**src/design/itc_defines.svh**
```systemverilog
/*
 Constants for the input terminal conditioner: register byte offsets, reset values,
 function codes and timing figures.
 Assumes a 10 MHz system clock and a 32-bit AXI4-Lite register bus.
*/
// Notes on behaviour
// - Codes 36/37/38 select keypad, terminal, communication channel.
// - 39 pre-excite, 40 clear, 41 hold consumption.
// - 42 moves braking limit source to keypad.
// - Code 56 triggers emergency stop on activation.
// - 61 inverts PID sense; 62-95 do nothing.
// - Codes 35, 43-55, 57-60 do nothing.
// - Terminals five to eight exist only virtually.
// - Virtual terminals follow communication writes, ignore pins.
// - Polarity bit one inverts terminal; resets zero.
// - One filter time, 0 to 1 s, 10 ms.
// - Virtual enable bits 0-8 map terminals, reset zero.
// - Mode 0-3: two-wire 1,2; three-wire 1,2.
// - Switch-on and switch-off delays per terminal.
// - Delays 0 to 50 s in ms, reset zero.
// - High-speed input is digital only when type is 1.
`ifndef ITC_DEFINES_SVH
`define ITC_DEFINES_SVH

`define ITC_OFF_POLARITY 8'h00
`define ITC_OFF_FILTER 8'h04
`define ITC_OFF_VIRT_EN 8'h08
`define ITC_OFF_MODE 8'h0C
`define ITC_OFF_HS_TYPE 8'h10
`define ITC_OFF_VIRT_STATE 8'h14
`define ITC_OFF_STATUS 8'h18
`define ITC_OFF_COMMANDS 8'h1C
`define ITC_OFF_FUNC_BASE 8'h20
`define ITC_OFF_ON_BASE 8'h48
`define ITC_OFF_OFF_BASE 8'h70
`define ITC_OFF_LAST 8'h90

`define ITC_POLARITY_RST 9'h000
`define ITC_VIRT_EN_RST 9'h000
`define ITC_MODE_RST 2'h0
`define ITC_FILTER_RST 16'h000A
`define ITC_FILTER_MAX 16'h03E8
`define ITC_DELAY_MAX 16'hC350
`define ITC_DELAY_RST 16'h0000
`define ITC_HS_TYPE_RST 1'h0
`define ITC_HS_TYPE_DIGITAL 1'h1
`define ITC_PHYS_MASK 9'h10F

`define ITC_CODE_CH_KEYPAD 7'h24
`define ITC_CODE_CH_TERMINAL 7'h25
`define ITC_CODE_CH_COMM 7'h26
`define ITC_CODE_PREEXCITE 7'h27
`define ITC_CODE_CLR_ENERGY 7'h28
`define ITC_CODE_HOLD_ENERGY 7'h29
`define ITC_CODE_BRAKE_KEYPAD 7'h2A
`define ITC_CODE_ESTOP 7'h38
`define ITC_CODE_PID_INVERT 7'h3D

`define ITC_CLK_HZ 10000000
`define ITC_TICK_MS 1
`define ITC_TICK_CYCLES ((`ITC_CLK_HZ / 1000) * `ITC_TICK_MS)

`endif

```
**src/design/itc_pkg.sv**
```systemverilog
/*
 Types shared by the input terminal conditioner.
 Assumes the constants header is compiled alongside.
*/
package itc_pkg;

	typedef struct packed {
		logic [1:0] channel;
		logic channel_valid;
		logic preexcite;
		logic clear_energy;
		logic hold_energy;
		logic brake_keypad;
		logic estop;
		logic pid_invert;
	} itc_cmd_type;

	typedef enum logic [3:0] {
		ITC_IDLE = 4'h1,
		ITC_READ = 4'h2,
		ITC_WRESP = 4'h4,
		ITC_RRESP = 4'h8
	} itc_bus_state_type;

	typedef enum logic [1:0] {
		ITC_CH_KEYPAD = 2'h0,
		ITC_CH_TERMINAL = 2'h1,
		ITC_CH_COMM = 2'h2
	} itc_channel_type;

endpackage : itc_pkg

```
**src/design/itc_conditioner.sv**
```systemverilog
/*
 Input terminal conditioner: polarity, sampling filter, per-terminal delays, virtual
 terminals and function decoding, with an AXI4-Lite register slave.
 Assumes terminal pins are asynchronous and external logic uses the decoded commands.
*/
// Local design decisions: the AXI4-Lite slave port and the placing of the registers.
`timescale 1ns/1ps
`include "itc_defines.svh"

module itc_conditioner #(
	parameter int NUM_TERM = 9,
	parameter int TICK_CYCLES = `ITC_TICK_CYCLES
) (
	input wire logic CLK,
	input wire logic RESETN,
	input wire logic [8:0] TERMINAL_PINS,
	input wire logic [7:0] S_AWADDR,
	input wire logic S_AWVALID,
	output logic S_AWREADY,
	input wire logic [31:0] S_WDATA,
	input wire logic [3:0] S_WSTRB,
	input wire logic S_WVALID,
	output logic S_WREADY,
	output logic [1:0] S_BRESP,
	output logic S_BVALID,
	input wire logic S_BREADY,
	input wire logic [7:0] S_ARADDR,
	input wire logic S_ARVALID,
	output logic S_ARREADY,
	output logic [31:0] S_RDATA,
	output logic [1:0] S_RRESP,
	output logic S_RVALID,
	input wire logic S_RREADY,
	output logic [8:0] TERMINAL_STATE,
	output logic [1:0] CONTROL_MODE,
	output logic HS_PULSE_INPUT,
	output itc_pkg::itc_cmd_type COMMANDS
);

	logic [8:0] sync1_q;
	logic [8:0] sync2_q;
	logic [8:0] polarity_q;
	logic [15:0] filter_q;
	logic [8:0] virt_en_q;
	logic [1:0] mode_q;
	logic hs_type_q;
	logic [8:0] virt_state_q;
	logic [6:0] func_q [NUM_TERM];
	logic [15:0] on_q [NUM_TERM];
	logic [15:0] off_q [NUM_TERM];
	logic [15:0] tick_cnt_q;
	logic tick_q;
	logic [8:0] raw;
	logic [8:0] filt_q;
	logic [15:0] fcnt_q [NUM_TERM];
	logic [8:0] eff_q;
	logic [15:0] dcnt_q [NUM_TERM];
	logic [8:0] eff_prev_q;
	itc_pkg::itc_bus_state_type st_q;
	logic aw_got_q;
	logic w_got_q;
	logic [7:0] awaddr_q;
	logic [31:0] wdata_q;
	logic [3:0] wstrb_q;
	logic [7:0] araddr_q;
	logic wr_go;
	logic [31:0] rd_word;
	logic rd_ok;
	logic wr_ok;
	int widx;
	int ridx;

	// Pins are asynchronous to the clock.
	always_ff @(posedge CLK or negedge RESETN)
	begin
		if (!RESETN)
		begin
			sync1_q <= 9'h000;
			sync2_q <= 9'h000;
		end
		else
		begin
			sync1_q <= TERMINAL_PINS;
			sync2_q <= sync1_q;
		end
	end

	// Virtual terminals ignore their pin; terminals five to eight have no pin at all.
	always_comb
	begin
		raw = (sync2_q & `ITC_PHYS_MASK & ~virt_en_q) | (virt_state_q & virt_en_q);
		raw = raw ^ polarity_q;
	end

	// One millisecond tick paces both the filter and the delays.
	always_ff @(posedge CLK or negedge RESETN)
	begin
		if (!RESETN)
		begin
			tick_cnt_q <= 16'h0000;
			tick_q <= 1'b0;
		end
		else if (tick_cnt_q == 16'(TICK_CYCLES - 1))
		begin
			tick_cnt_q <= 16'h0000;
			tick_q <= 1'b1;
		end
		else
		begin
			tick_cnt_q <= tick_cnt_q + 16'h0001;
			tick_q <= 1'b0;
		end
	end

	// A level is accepted only after staying different from the filtered one for
	// the whole filter time; any bounce restarts the count.
	always_ff @(posedge CLK or negedge RESETN)
	begin
		if (!RESETN)
		begin
			filt_q <= 9'h000;
			for (int i = 0; i < NUM_TERM; i++)
				fcnt_q[i] <= 16'h0000;
		end
		else
		begin
			for (int i = 0; i < NUM_TERM; i++)
			begin
				if (raw[i] == filt_q[i])
					fcnt_q[i] <= 16'h0000;
				else if (fcnt_q[i] >= filter_q)
				begin
					filt_q[i] <= raw[i];
					fcnt_q[i] <= 16'h0000;
				end
				else if (tick_q)
					fcnt_q[i] <= fcnt_q[i] + 16'h0001;
			end
		end
	end

	// Switch-on delay applies to rising changes, switch-off delay to falling ones.
	always_ff @(posedge CLK or negedge RESETN)
	begin
		if (!RESETN)
		begin
			eff_q <= 9'h000;
			for (int i = 0; i < NUM_TERM; i++)
				dcnt_q[i] <= 16'h0000;
		end
		else
		begin
			for (int i = 0; i < NUM_TERM; i++)
			begin
				if (filt_q[i] == eff_q[i])
					dcnt_q[i] <= 16'h0000;
				else if (dcnt_q[i] >= (filt_q[i] ? on_q[i] : off_q[i]))
				begin
					eff_q[i] <= filt_q[i];
					dcnt_q[i] <= 16'h0000;
				end
				else if (tick_q)
					dcnt_q[i] <= dcnt_q[i] + 16'h0001;
			end
		end
	end

	// Decode the selected functions; reserved codes match no case and do nothing.
	always_ff @(posedge CLK or negedge RESETN)
	begin
		if (!RESETN)
		begin
			COMMANDS <= '0;
			eff_prev_q <= 9'h000;
		end
		else
		begin
			itc_pkg::itc_cmd_type c;
			logic [8:0] use_t;
			c = '0;
			use_t = eff_q;
			if (hs_type_q != `ITC_HS_TYPE_DIGITAL)
				use_t[8] = 1'b0;
			for (int i = 0; i < NUM_TERM; i++)
			begin
				if (use_t[i])
				begin
					case (func_q[i])
						`ITC_CODE_CH_KEYPAD:
						begin
							c.channel = itc_pkg::ITC_CH_KEYPAD;
							c.channel_valid = 1'b1;
						end
						`ITC_CODE_CH_TERMINAL:
						begin
							c.channel = itc_pkg::ITC_CH_TERMINAL;
							c.channel_valid = 1'b1;
						end
						`ITC_CODE_CH_COMM:
						begin
							c.channel = itc_pkg::ITC_CH_COMM;
							c.channel_valid = 1'b1;
						end
						`ITC_CODE_PREEXCITE: c.preexcite = 1'b1;
						`ITC_CODE_CLR_ENERGY: c.clear_energy = 1'b1;
						`ITC_CODE_HOLD_ENERGY: c.hold_energy = 1'b1;
						`ITC_CODE_BRAKE_KEYPAD: c.brake_keypad = 1'b1;
						`ITC_CODE_PID_INVERT: c.pid_invert = 1'b1;
						`ITC_CODE_ESTOP: c.estop = !eff_prev_q[i];
						default: c = c;
					endcase
				end
			end
			COMMANDS <= c;
			eff_prev_q <= use_t;
		end
	end

	always_ff @(posedge CLK or negedge RESETN)
	begin
		if (!RESETN)
		begin
			TERMINAL_STATE <= 9'h000;
			CONTROL_MODE <= `ITC_MODE_RST;
			HS_PULSE_INPUT <= 1'b1;
		end
		else
		begin
			TERMINAL_STATE <= eff_q;
			CONTROL_MODE <= mode_q;
			HS_PULSE_INPUT <= (hs_type_q != `ITC_HS_TYPE_DIGITAL);
		end
	end

	// Register slave. Address and data are taken in either order; one access at a time.
	assign wr_go = aw_got_q && w_got_q && (st_q == itc_pkg::ITC_IDLE);
	assign widx = (int'(awaddr_q) - int'(`ITC_OFF_FUNC_BASE)) / 4;
	assign wr_ok = (awaddr_q[1:0] == 2'h0) && (awaddr_q <= `ITC_OFF_LAST);

	always_ff @(posedge CLK or negedge RESETN)
	begin
		if (!RESETN)
		begin
			st_q <= itc_pkg::ITC_IDLE;
			aw_got_q <= 1'b0;
			w_got_q <= 1'b0;
			awaddr_q <= 8'h00;
			wdata_q <= 32'h0000_0000;
			wstrb_q <= 4'h0;
			araddr_q <= 8'h00;
			S_AWREADY <= 1'b0;
			S_WREADY <= 1'b0;
			S_ARREADY <= 1'b0;
			S_BVALID <= 1'b0;
			S_BRESP <= 2'h0;
			S_RVALID <= 1'b0;
			S_RRESP <= 2'h0;
			S_RDATA <= 32'h0000_0000;
		end
		else
		begin
			S_AWREADY <= 1'b0;
			S_WREADY <= 1'b0;
			S_ARREADY <= 1'b0;
			unique case (st_q)
				itc_pkg::ITC_IDLE:
				begin
					if (wr_go)
					begin
						S_BVALID <= 1'b1;
						S_BRESP <= wr_ok ? 2'h0 : 2'h2;
						aw_got_q <= 1'b0;
						w_got_q <= 1'b0;
						st_q <= itc_pkg::ITC_WRESP;
					end
					else if (S_ARVALID && !S_ARREADY && !aw_got_q && !w_got_q)
					begin
						S_ARREADY <= 1'b1;
						araddr_q <= S_ARADDR;
						st_q <= itc_pkg::ITC_READ;
					end
					else
					begin
						if (S_AWVALID && !aw_got_q && !S_AWREADY)
						begin
							S_AWREADY <= 1'b1;
							awaddr_q <= S_AWADDR;
							aw_got_q <= 1'b1;
						end
						if (S_WVALID && !w_got_q && !S_WREADY)
						begin
							S_WREADY <= 1'b1;
							wdata_q <= S_WDATA;
							wstrb_q <= S_WSTRB;
							w_got_q <= 1'b1;
						end
					end
				end
				itc_pkg::ITC_READ:
				begin
					S_RVALID <= 1'b1;
					S_RDATA <= rd_word;
					S_RRESP <= rd_ok ? 2'h0 : 2'h2;
					st_q <= itc_pkg::ITC_RRESP;
				end
				itc_pkg::ITC_WRESP:
				begin
					if (S_BREADY)
					begin
						S_BVALID <= 1'b0;
						st_q <= itc_pkg::ITC_IDLE;
					end
				end
				itc_pkg::ITC_RRESP:
				begin
					if (S_RREADY)
					begin
						S_RVALID <= 1'b0;
						st_q <= itc_pkg::ITC_IDLE;
					end
				end
			endcase
		end
	end

	// Filter time and delays are clamped to their legal ranges so a stray write cannot stretch timing.
	always_ff @(posedge CLK or negedge RESETN)
	begin
		if (!RESETN)
		begin
			polarity_q <= `ITC_POLARITY_RST;
			filter_q <= `ITC_FILTER_RST;
			virt_en_q <= `ITC_VIRT_EN_RST;
			mode_q <= `ITC_MODE_RST;
			hs_type_q <= `ITC_HS_TYPE_RST;
			virt_state_q <= 9'h000;
			for (int i = 0; i < NUM_TERM; i++)
			begin
				func_q[i] <= 7'h00;
				on_q[i] <= `ITC_DELAY_RST;
				off_q[i] <= `ITC_DELAY_RST;
			end
		end
		else if (wr_go && wr_ok && (wstrb_q[1:0] == 2'h3))
		begin
			if (awaddr_q == `ITC_OFF_POLARITY)
				polarity_q <= wdata_q[8:0];
			else if (awaddr_q == `ITC_OFF_FILTER)
				filter_q <= (wdata_q[15:0] > `ITC_FILTER_MAX) ? `ITC_FILTER_MAX : wdata_q[15:0];
			else if (awaddr_q == `ITC_OFF_VIRT_EN)
				virt_en_q <= wdata_q[8:0];
			else if (awaddr_q == `ITC_OFF_MODE)
				mode_q <= wdata_q[1:0];
			else if (awaddr_q == `ITC_OFF_HS_TYPE)
				hs_type_q <= wdata_q[0];
			else if (awaddr_q == `ITC_OFF_VIRT_STATE)
				virt_state_q <= wdata_q[8:0];
			else if (awaddr_q >= `ITC_OFF_OFF_BASE)
				off_q[widx - 20] <= (wdata_q[15:0] > `ITC_DELAY_MAX) ? `ITC_DELAY_MAX : wdata_q[15:0];
			else if (awaddr_q >= `ITC_OFF_ON_BASE)
				on_q[widx - 20 + 10] <= (wdata_q[15:0] > `ITC_DELAY_MAX) ? `ITC_DELAY_MAX : wdata_q[15:0];
			else if (awaddr_q >= `ITC_OFF_FUNC_BASE && widx < NUM_TERM)
				func_q[widx] <= wdata_q[6:0];
		end
	end

	assign ridx = (int'(araddr_q) - int'(`ITC_OFF_FUNC_BASE)) / 4;
	assign rd_ok = (araddr_q[1:0] == 2'h0) && (araddr_q <= `ITC_OFF_LAST);

	always_comb
	begin
		rd_word = 32'h0000_0000;
		if (araddr_q == `ITC_OFF_POLARITY)
			rd_word[8:0] = polarity_q;
		else if (araddr_q == `ITC_OFF_FILTER)
			rd_word[15:0] = filter_q;
		else if (araddr_q == `ITC_OFF_VIRT_EN)
			rd_word[8:0] = virt_en_q;
		else if (araddr_q == `ITC_OFF_MODE)
			rd_word[1:0] = mode_q;
		else if (araddr_q == `ITC_OFF_HS_TYPE)
			rd_word[0] = hs_type_q;
		else if (araddr_q == `ITC_OFF_VIRT_STATE)
			rd_word[8:0] = virt_state_q;
		else if (araddr_q == `ITC_OFF_STATUS)
			rd_word[8:0] = eff_q;
		else if (araddr_q == `ITC_OFF_COMMANDS)
			rd_word[8:0] = COMMANDS;
		else if (rd_ok && araddr_q >= `ITC_OFF_OFF_BASE)
			rd_word[15:0] = off_q[ridx - 20];
		else if (rd_ok && araddr_q >= `ITC_OFF_ON_BASE)
			rd_word[15:0] = on_q[ridx - 10];
		else if (rd_ok && araddr_q >= `ITC_OFF_FUNC_BASE && ridx < NUM_TERM)
			rd_word[6:0] = func_q[ridx];
	end

	a_virt_ignores_pin: assert property (@(posedge CLK) disable iff (!RESETN)
		(virt_en_q[0] && $stable(virt_en_q)) |-> raw[0] == (virt_state_q[0] ^ polarity_q[0]))
		else $error("Virtual terminal followed its pin.");
	a_pin_five_none: assert property (@(posedge CLK) disable iff (!RESETN)
		!virt_en_q[4] |-> raw[4] == polarity_q[4])
		else $error("Terminal five read a pin.");
	a_filter_stable: assert property (@(posedge CLK) disable iff (!RESETN)
		$changed(filt_q[0]) |-> $past(fcnt_q[0]) >= $past(filter_q))
		else $error("Filter accepted level early.");
	a_filter_range: assert property (@(posedge CLK) disable iff (!RESETN)
		filter_q <= `ITC_FILTER_MAX)
		else $error("Filter time out of range.");
	a_delay_range: assert property (@(posedge CLK) disable iff (!RESETN)
		on_q[0] <= `ITC_DELAY_MAX && off_q[0] <= `ITC_DELAY_MAX)
		else $error("Delay out of range.");
	a_on_delay_met: assert property (@(posedge CLK) disable iff (!RESETN)
		$rose(eff_q[0]) |-> $past(dcnt_q[0]) >= on_q[0])
		else $error("Switch-on delay cut short.");
	a_estop_edge: assert property (@(posedge CLK) disable iff (!RESETN)
		COMMANDS.estop |=> !COMMANDS.estop || $rose(eff_q))
		else $error("Emergency stop held over.");
	a_mode_follows: assert property (@(posedge CLK) disable iff (!RESETN)
		$changed(mode_q) |=> CONTROL_MODE == $past(mode_q))
		else $error("Control mode lagged.");
	a_hs_gated: assert property (@(posedge CLK) disable iff (!RESETN)
		(hs_type_q != `ITC_HS_TYPE_DIGITAL && $stable(hs_type_q)) |=> !eff_prev_q[8])
		else $error("Pulse input acted as terminal.");
	c_estop: cover property (@(posedge CLK) disable iff (!RESETN) COMMANDS.estop);
	c_channel: cover property (@(posedge CLK) disable iff (!RESETN) COMMANDS.channel_valid);
	c_virtual: cover property (@(posedge CLK) disable iff (!RESETN) virt_en_q[0] && eff_q[0]);

endmodule : itc_conditioner

```
**config.mk**
```make
export PLATFORM = sky130hd
export DESIGN_NAME = itc_conditioner
export DESIGN_NICKNAME = d
export VERILOG_FILES = /design/src/design/itc_pkg.sv /design/src/design/itc_conditioner.sv
export VERILOG_INCLUDE_DIRS = /design/src /design/src/design
export SDC_FILE = /design/constraint.sdc
export NUM_CORES = 2
export LEC_CHECK = 0
export ABC_AREA = 1
export BUFFER_PORTS_ARGS = -buffer_cell sky130_fd_sc_hd__buf_2
export CAP_MARGIN = 0
export CORE_ASPECT_RATIO = 0.5
export CORE_MARGIN = 1
export CORE_UTILIZATION = 35
export DETAILED_ROUTE_END_ITERATION = 10
export PLACE_DENSITY = 0.5
export SETUP_SLACK_MARGIN = 0.05
export SLEW_MARGIN = 20
export SYNTH_ARGS = -nofsm -noshare
export SYNTH_HDL_FRONTEND = slang
export SYNTH_SLANG_ARGS = --single-unit
```
**constraint.sdc**
```tcl
create_clock -name CLK -period 6 [get_ports CLK]
set_input_delay 0.6 -clock CLK [delete_from_list [all_inputs] [get_ports CLK]]
set_output_delay 0.6 -clock CLK [all_outputs]
set_load 0.01 [all_outputs]
```
### Yosys cells after proc, flatten, opt, wreduce, memory -nomap -nowiden

Cells that the tools add are included.

| operators by class | value |
|---|---|
| eq/ne operators | 122 |
| magnitude comparators | 39 |
| reduce and logical (&&, ||, !) cells | 99 |
| multiplexer cells | 219 |
| add/subtract/negate cells | 27 |
| bitwise operators | 42 |

Operators with widths:

| cell | number |
|---|---|
| $mux 16 | 82 |
| $eq 7x6->1 const B | 81 |
| $add 16x1->16 const B | 19 |
| $bwmux 144 | 2 |
| $ge 16x16->1 | 18 |
| $ge 32x5->1 const B | 6 |
| $not 32->32 | 6 |
| $mux 9 | 20 |
| $bmux 16 s4 | 2 |
| $demux 16 s4 | 2 |
| $lt 32x1->1 const B | 3 |
| $pmux 3 s3 | 9 |
| $mux 1 | 77 |
| $mux 7 | 10 |
| $add 32x1->32 | 2 |
| $lt 32x5->1 const B | 2 |
| $sub 32x6->32 const B | 2 |
| $bwmux 63 | 1 |
| $reduce_bool 3->1 | 18 |
| $eq 8x5->1 const B | 6 |
| $reduce_and 2->1 | 21 |
| $add 32x5->32 const B | 1 |
| $eq 8x4->1 const B | 4 |
| $ge 8x7->1 const B | 4 |
| 44 further kinds | 150 |

| storage, ports and cells | value |
|---|---|
| word-level logic and storage cells | 648 |
| bits of input ports | 68 |
| flip-flop bits (word level) | 833 |
| output and inout bits | 62 |

### Longest topological paths before layout

| logic depth | value |
|---|---|
| word-level depth | 32 |
| mapped depth | 37 |
| depth with buffers taken out | 34 |

### Least setup slack after synthesis

No wires, ideal clock.

| timing | value |
|---|---|
| path kind | reg2reg |
| start point | reg araddr_q[5] |
| end point | reg S_RDATA[0] |
| arrival | 5318 ps |
| slack | 604 ps |
| period minus slack after synthesis | 5396 ps |
| library setup time | 78 ps |
| stages on the path, launching flop included | 31 |
| buffers on the path | 2 |
| required time | 5922 ps |
| cell sequence | dfrtp_1 nor3_1 inv_1 nor2_1 ha_1 ha_1 xor2_1 clkinv_1 clkbuf_1 ha_1 clkbuf_1 clkinv_1 nor3_1 inv_1 nor2_1 nand2_1 nand3_1 nand2_1 inv_1 nand2_1 nand2_1 nand2_1 nand2_1 nand2_1 nand2_1 nand2_1 nand2_1 nand2_1 nand2_1 nand2_1 a21oi_1 |

| on the way | value |
|---|---|
| word-level cells in the longest chain between the ends | 31 |
| elaborated cells between the ends (all ways) | 59 |
| classes of those cells | add/sub: 4; order compare: 5; eq/ne: 7; mux: 33; bitwise: 4; reduce/logical: 6 |

RTL lines:

| what | RTL line | RTL |
|---|---|---|
| start: declaration | itc_conditioner.sv:65 | `logic [7:0] araddr_q;` |
| start signal: assignment | itc_conditioner.sv:250 | `araddr_q <= 8'h00;` |
| start signal: assignment | itc_conditioner.sv:279 | `araddr_q <= S_ARADDR;` |
| $sub 8x6->9 | itc_conditioner.sv:367 | `` assign ridx = (int'(araddr_q) - int'(`ITC_OFF_FUNC_BASE)) / 4; `` |
| $and 1x1->1 (no line) | -- |  |
| $add 32x1->32 (no line) | -- |  |
| $sub 32x5->32 / $not 32->32 (equally long branches) | itc_conditioner.sv:392, itc_conditioner.sv:394 |  |
| $not 32->32 (implied by the code) / $bmux 7 s4 (equally long branches) | itc_conditioner.sv:392, itc_conditioner.sv:394 |  |
| $bmux 16 s4 / $mux 7 (equally long branches) | itc_conditioner.sv:392, itc_conditioner.sv:394 |  |
| $mux 16 (implied by the code) / $mux 7 (equally long branches) | itc_conditioner.sv:392, itc_conditioner.sv:394 |  |
| $mux 16 (implied by the code) / $mux 7 (equally long branches) | itc_conditioner.sv:392, itc_conditioner.sv:393 |  |
| (+15 left out) | -- |  |
| $mux 9 | itc_conditioner.sv:377 | `` else if (araddr_q == `ITC_OFF_VIRT_EN) `` |
| $mux 9 | itc_conditioner.sv:375 | `` else if (araddr_q == `ITC_OFF_FILTER) `` |
| $mux 9 | itc_conditioner.sv:373 | `` if (araddr_q == `ITC_OFF_POLARITY) `` |
| $mux 1 | itc_conditioner.sv:381 | `` else if (araddr_q == `ITC_OFF_HS_TYPE) `` |
| $mux 2 | itc_conditioner.sv:379 | `` else if (araddr_q == `ITC_OFF_MODE) `` |
| $mux 9 | itc_conditioner.sv:377 |  |
| $mux 16 | itc_conditioner.sv:375 |  |
| $mux 9 * | itc_conditioner.sv:373 |  |
| end signal: assignment | itc_conditioner.sv:302 | `S_RDATA <= rd_word;` |
| end: declaration | itc_conditioner.sv:30 | `output logic [31:0] S_RDATA,` |

Mark *: on every way between the ends. The rest lies on a longest branch, timed or not. The select of a mux whose other input is x is not followed.
A chain may end at the register's enable or synchronous reset.

### Final worst setup path

| timing | value |
|---|---|
| start point | reg awaddr_q[6] |
| end point | reg on_q[33] (netlist name) |

| on the way | value |
|---|---|
| word-level cells in the longest chain between the ends | 11 |
| elaborated cells between the ends (all ways) | 32 |
| classes of those cells | add/sub: 4; order compare: 5; eq/ne: 5; mux: 3; bitwise: 9; reduce/logical: 6 |

RTL lines:

| what | RTL line | RTL |
|---|---|---|
| start: declaration | itc_conditioner.sv:62 | `logic [7:0] awaddr_q;` |
| start signal: assignment | itc_conditioner.sv:247 | `awaddr_q <= 8'h00;` |
| start signal: assignment | itc_conditioner.sv:287 | `awaddr_q <= S_AWADDR;` |
| $sub 8x6->9 | itc_conditioner.sv:237 | `` assign widx = (int'(awaddr_q) - int'(`ITC_OFF_FUNC_BASE)) / 4; `` |
| $and 1x1->1 (no line) | -- |  |
| $add 32x1->32 (no line) | -- |  |
| $sub 32x6->32 | itc_conditioner.sv:361 | `` on_q[widx - 20 + 10] <= (wdata_q[15:0] > `ITC_DELAY_MAX) ? `ITC_DELAY_MAX : wdata_q[15:0]; `` |
| $add 32x5->32 | itc_conditioner.sv:361 |  |
| $not 32->32 | itc_conditioner.sv:361 |  |
| $ge 32x5->1 / $lt 32x1->1 (equally long branches) | itc_conditioner.sv:361 |  |
| $logic_and 1x1->1 | itc_conditioner.sv:361 |  |
| $mux 16 | itc_conditioner.sv:361 |  |
| $demux 16 s4 | itc_conditioner.sv:361 |  |
| $bwmux 144 | itc_conditioner.sv:361 |  |
| end signal: indexed assignment | itc_conditioner.sv:340 | `` on_q[i] <= `ITC_DELAY_RST; `` |
| end signal: indexed assignment | itc_conditioner.sv:361 |  |
| end: declaration | itc_conditioner.sv:49 | `logic [15:0] on_q [NUM_TERM];` |

Parallel ways exist; a longest one is shown, timed or not.

==> impl_metrics.yaml <==
timing:
  relSlewSlack_pct: 5.33
  fin_skew_ns: 0.0409
  setup_viol: 0
  rsz0062_at_grt: "true"
  maxSlewViolCount: 0
  tns_ns: 0
  final.min_clock_period_ns: 5.50
  hold_viol_final: 0
  worstMarginPinSlew_ns: 1.41
  post-route-period-util_pct: 91.7
  whs_ns: 0.106
  worst_slack_ns: 0.501
  fmax_mhz: 182
pwr:
  pwr-share-comb_pct: 34.9
  sw_frac_of_total_pct: 41.8
  max-vdd-ir-drop_mv: 0.274
  pwr-share-seq_pct: 32.6
  internal_power_w: 0.0105
  clock_power_share_pct: 32.5
  p_switching_w: 0.00757
  leakage_nw: 27.1
  pwr_density_cell_mw_per_mm2: 319
critical_path:
  cpMaxStageDelayCell: "dfrtp_1"
  cp_data_required_time_ns: 6.59
  max_stage_delay_ns: 0.41
  worst_ep_arrival_time_ns: 6.09
  regToRegSetupSlack_ns: 0.50
  cp_common_cell: "nand2_1"
  reg2reg_depth: 33
  worstReg2RegStart: "awaddr_q[6]$_DFFE_PN0P_"
  r2r-end: "on_q[33]$_DFFE_PN0P_"
  cp_max_fo: 20
  cp-start-kind: "flip-flop"
  end_kind: "flip-flop"
  path_class: "reg2reg"
detailed_routing:
  drt_iter0_markers: 4715
  wl_per_cell_um: 20.3
  vias: 45700
  vias_per_cell: 5.26
  wirelength_um: 176000
  drtPass1Iterations: 6
  drc: 0
  postRouteAntennaNets: 0
yosys:
  synth_cell_types: 65
  syn_area_mm2: 0.0508
  synth_most_common_cell: "nand2_1"
  synth_seq_area_share_pct: 40.1
  synth_seq_cells: 815
  syn_avg_cell_area_um2: 7.61
  yosys_warnings: 0
  synth_cells: 6678
  synth-edff-count: 0
  synthTopCellsByArea: "dfrtp_1 40%, nand2_1 12%, ha_1 8.5%"
  synthFlopType: "dfrtp_1"
  synthTopCellsByCount: "1594 x nand2_1, 811 x dfrtp_1, 738 x inv_1, 596 x nor2_1, 584 x o21ai_0"
  synth_top_area_cell: "dfrtp_1"
  synth_top_area_share_pct: 39.9
  async_flop_share_pct: 100
die:
  placeableCoreArea_mm2: 0.143
  start_util_pct: 35.4
  rows: 98
  die_w_um: 541
  die_area_mm2: 0.147
  ios: 130
  die_h_um: 271
status:
  outcome: "finished clean"
grt:
  grt_antenna_before_repair: 6
  grtUsageTotal_pct: 23.6
  grt_remaining_overflow: 0
  first_global_vias: 41900
  grt_start_max_net_pins: 154
  grt_pass1_wl_um: 266000
min_path:
  hold_path.startpoint: "S_ARADDR[0]"
  worstHoldPathType: "in2reg"
  min_to: "araddr_q[0]$_DFFE_PN0P_"
  hold_depth: 3
clock_tree:
  clock_sinks: 815
  clk_pin_slew_ns: 0.07
  clock_path_buffers: 3
  cts_tree: "yes"
  clockRootBuffer: "clkbuf_16"
  htree_levels: 3
  worstSkewPairLatency_ns: 0.71
  numCtsBuffers: 86
final_layout:
  layout-drive-gt1-share_pct: 6.88
  fin_area_mm2: 0.0569
  fillCellCount: 15000
  area_growth_pct: 11.9
  fin_nets: 7128
job:
  max-cap-violations: 0
placed_design:
  dpl_worst_slack_ns: 0.169
  io_buffers: 89
  hpwlAfterDp_um: 128000
  placed_area_mm2: 0.0536
  finalWeightedCongestion: 0.945
==> timing repair <==
item / CTS / global route
gates resized for setup: 0 / 27
hold buffers: 6 / 0
setup buffers: 0 / 3
hold endpoints to repair: 63 / 0
endpoints found under the setup margin: 0 / 208
==> metal layers <==
layer	track usage [%]	wire (um)	up-vias
met5	0	13	-
met3	4.08	12900	184
met4	4.51	3030	2
met2	34.4	73700	1446
met1	36.3	86500	21900
li1	-	-	22300
==> stage by stage <==
stage               power [W]  utilization, %  std cells
global route           0.0190            39.6       8684
floorplan             0.00954               -       6695
finish                 0.0181            39.6       8687
global placement       0.0122            37.3       8511
detailed placement     0.0121            37.3       8511
CTS                    0.0181            39.5       8676
==> cells by family after synthesis <==
kind of cell / Yosys count / synth area share (%)
xor+xnor: 201 / 3.48
fa+ha+maj: 347 / 8.54
mux: 55 / 1.10
other cells: 1 / 0.00738
compound gates: 1176 / 12.7
simple gates: 3034 / 25.9
buf+inv: 1049 / 8.15
flops: 815 / 40.1
==> worst max path at each step <==
stage                                  from                endpoint  slack (ns)  cells after the start
global placement    awaddr_q[6]$_DFFE_PN0P_    on_q[50]$_DFFE_PN0P_        0.24                     29
CTS                 awaddr_q[6]$_DFFE_PN0P_   on_q[100]$_DFFE_PN0P_        0.10                     29
detailed placement  awaddr_q[6]$_DFFE_PN0P_   on_q[100]$_DFFE_PN0P_        0.17                     29
floorplan           araddr_q[5]$_DFFE_PN0P_  S_RDATA[0]$_DFFE_PN0P_        0.60                     30
finish              awaddr_q[6]$_DFFE_PN0P_    on_q[33]$_DFFE_PN0P_        0.50                     33
global route        awaddr_q[6]$_DFFE_PN0P_    on_q[35]$_DFFE_PN0P_        0.03                     33
==> placed cells by master, fill, tap and decap left out, types with 23 or more instances in the layout <==
master and count:
nor4_1 35, o21ai_0 584, nor3b_1 37, clkbuf_16 87
xnor2_1 39, xor2_1 160, ha_1 343, nand3_1 256
o211ai_1 27, nor2_1 587, a21oi_1 363, a31oi_1 37
nand4_1 257, inv_1 736, dfrtp_1 810, buf_2 88
mux2i_1 50, buf_4 105, a211oi_1 23, nand2_1 1592
nor3_1 163
==> sequential cells by signal (all words and copies together) (netlist names), 8 cells and up <==
name / flops
dcnt_q: 144
virt_state_q: 9
filt_q: 9
on_q: 144
awaddr_q: 8
virt_en_q: 9
tick_cnt_q: 16
eff_q: 9
func_q: 63
araddr_q: 8
TERMINAL_STATE: 9
filter_q: 16
S_RDATA: 16
off_q: 144
polarity_q: 9
wdata_q: 16
COMMANDS: 9
fcnt_q: 144
==> power groups by stage <==
stage | clock (W) | sequential (W) | combinational (W)
2_1_floorplan | 0 | 0.00593 | 0.00362
4_1_cts | 0.00603 | 0.00590 | 0.00613
3_3_place_gp | 0 | 0.00601 | 0.00615
3_5_place_dp | 0 | 0.00601 | 0.00611
5_1_grt | 0.00624 | 0.00593 | 0.00683
6_report | 0.00589 | 0.00591 | 0.00632
==> critical path, delay by kind of cell, from the launching register on <==
kind	cells	cell delay (ns)
simple gates	24	3.07
buf+inv	6	0.91
fa+ha+maj	2	0.65
flops	1	0.41
compound gates	1	0.32
==> final cells by class <==
type	count	area (um^2)	area share [%]
Antenna cell	3	7.51	0.0132
Clock buffer	118	2500	4.40
Clock inverter	41	534	0.939
Inverter	757	2840	5.00
Multi-Input combinational cell	4835	26600	46.7
Sequential cell	815	20400	35.9
Tap cell	1900	2380	4.18
Timing Repair Buffer	218	1620	2.86
(Power assumes the default switching activity.)
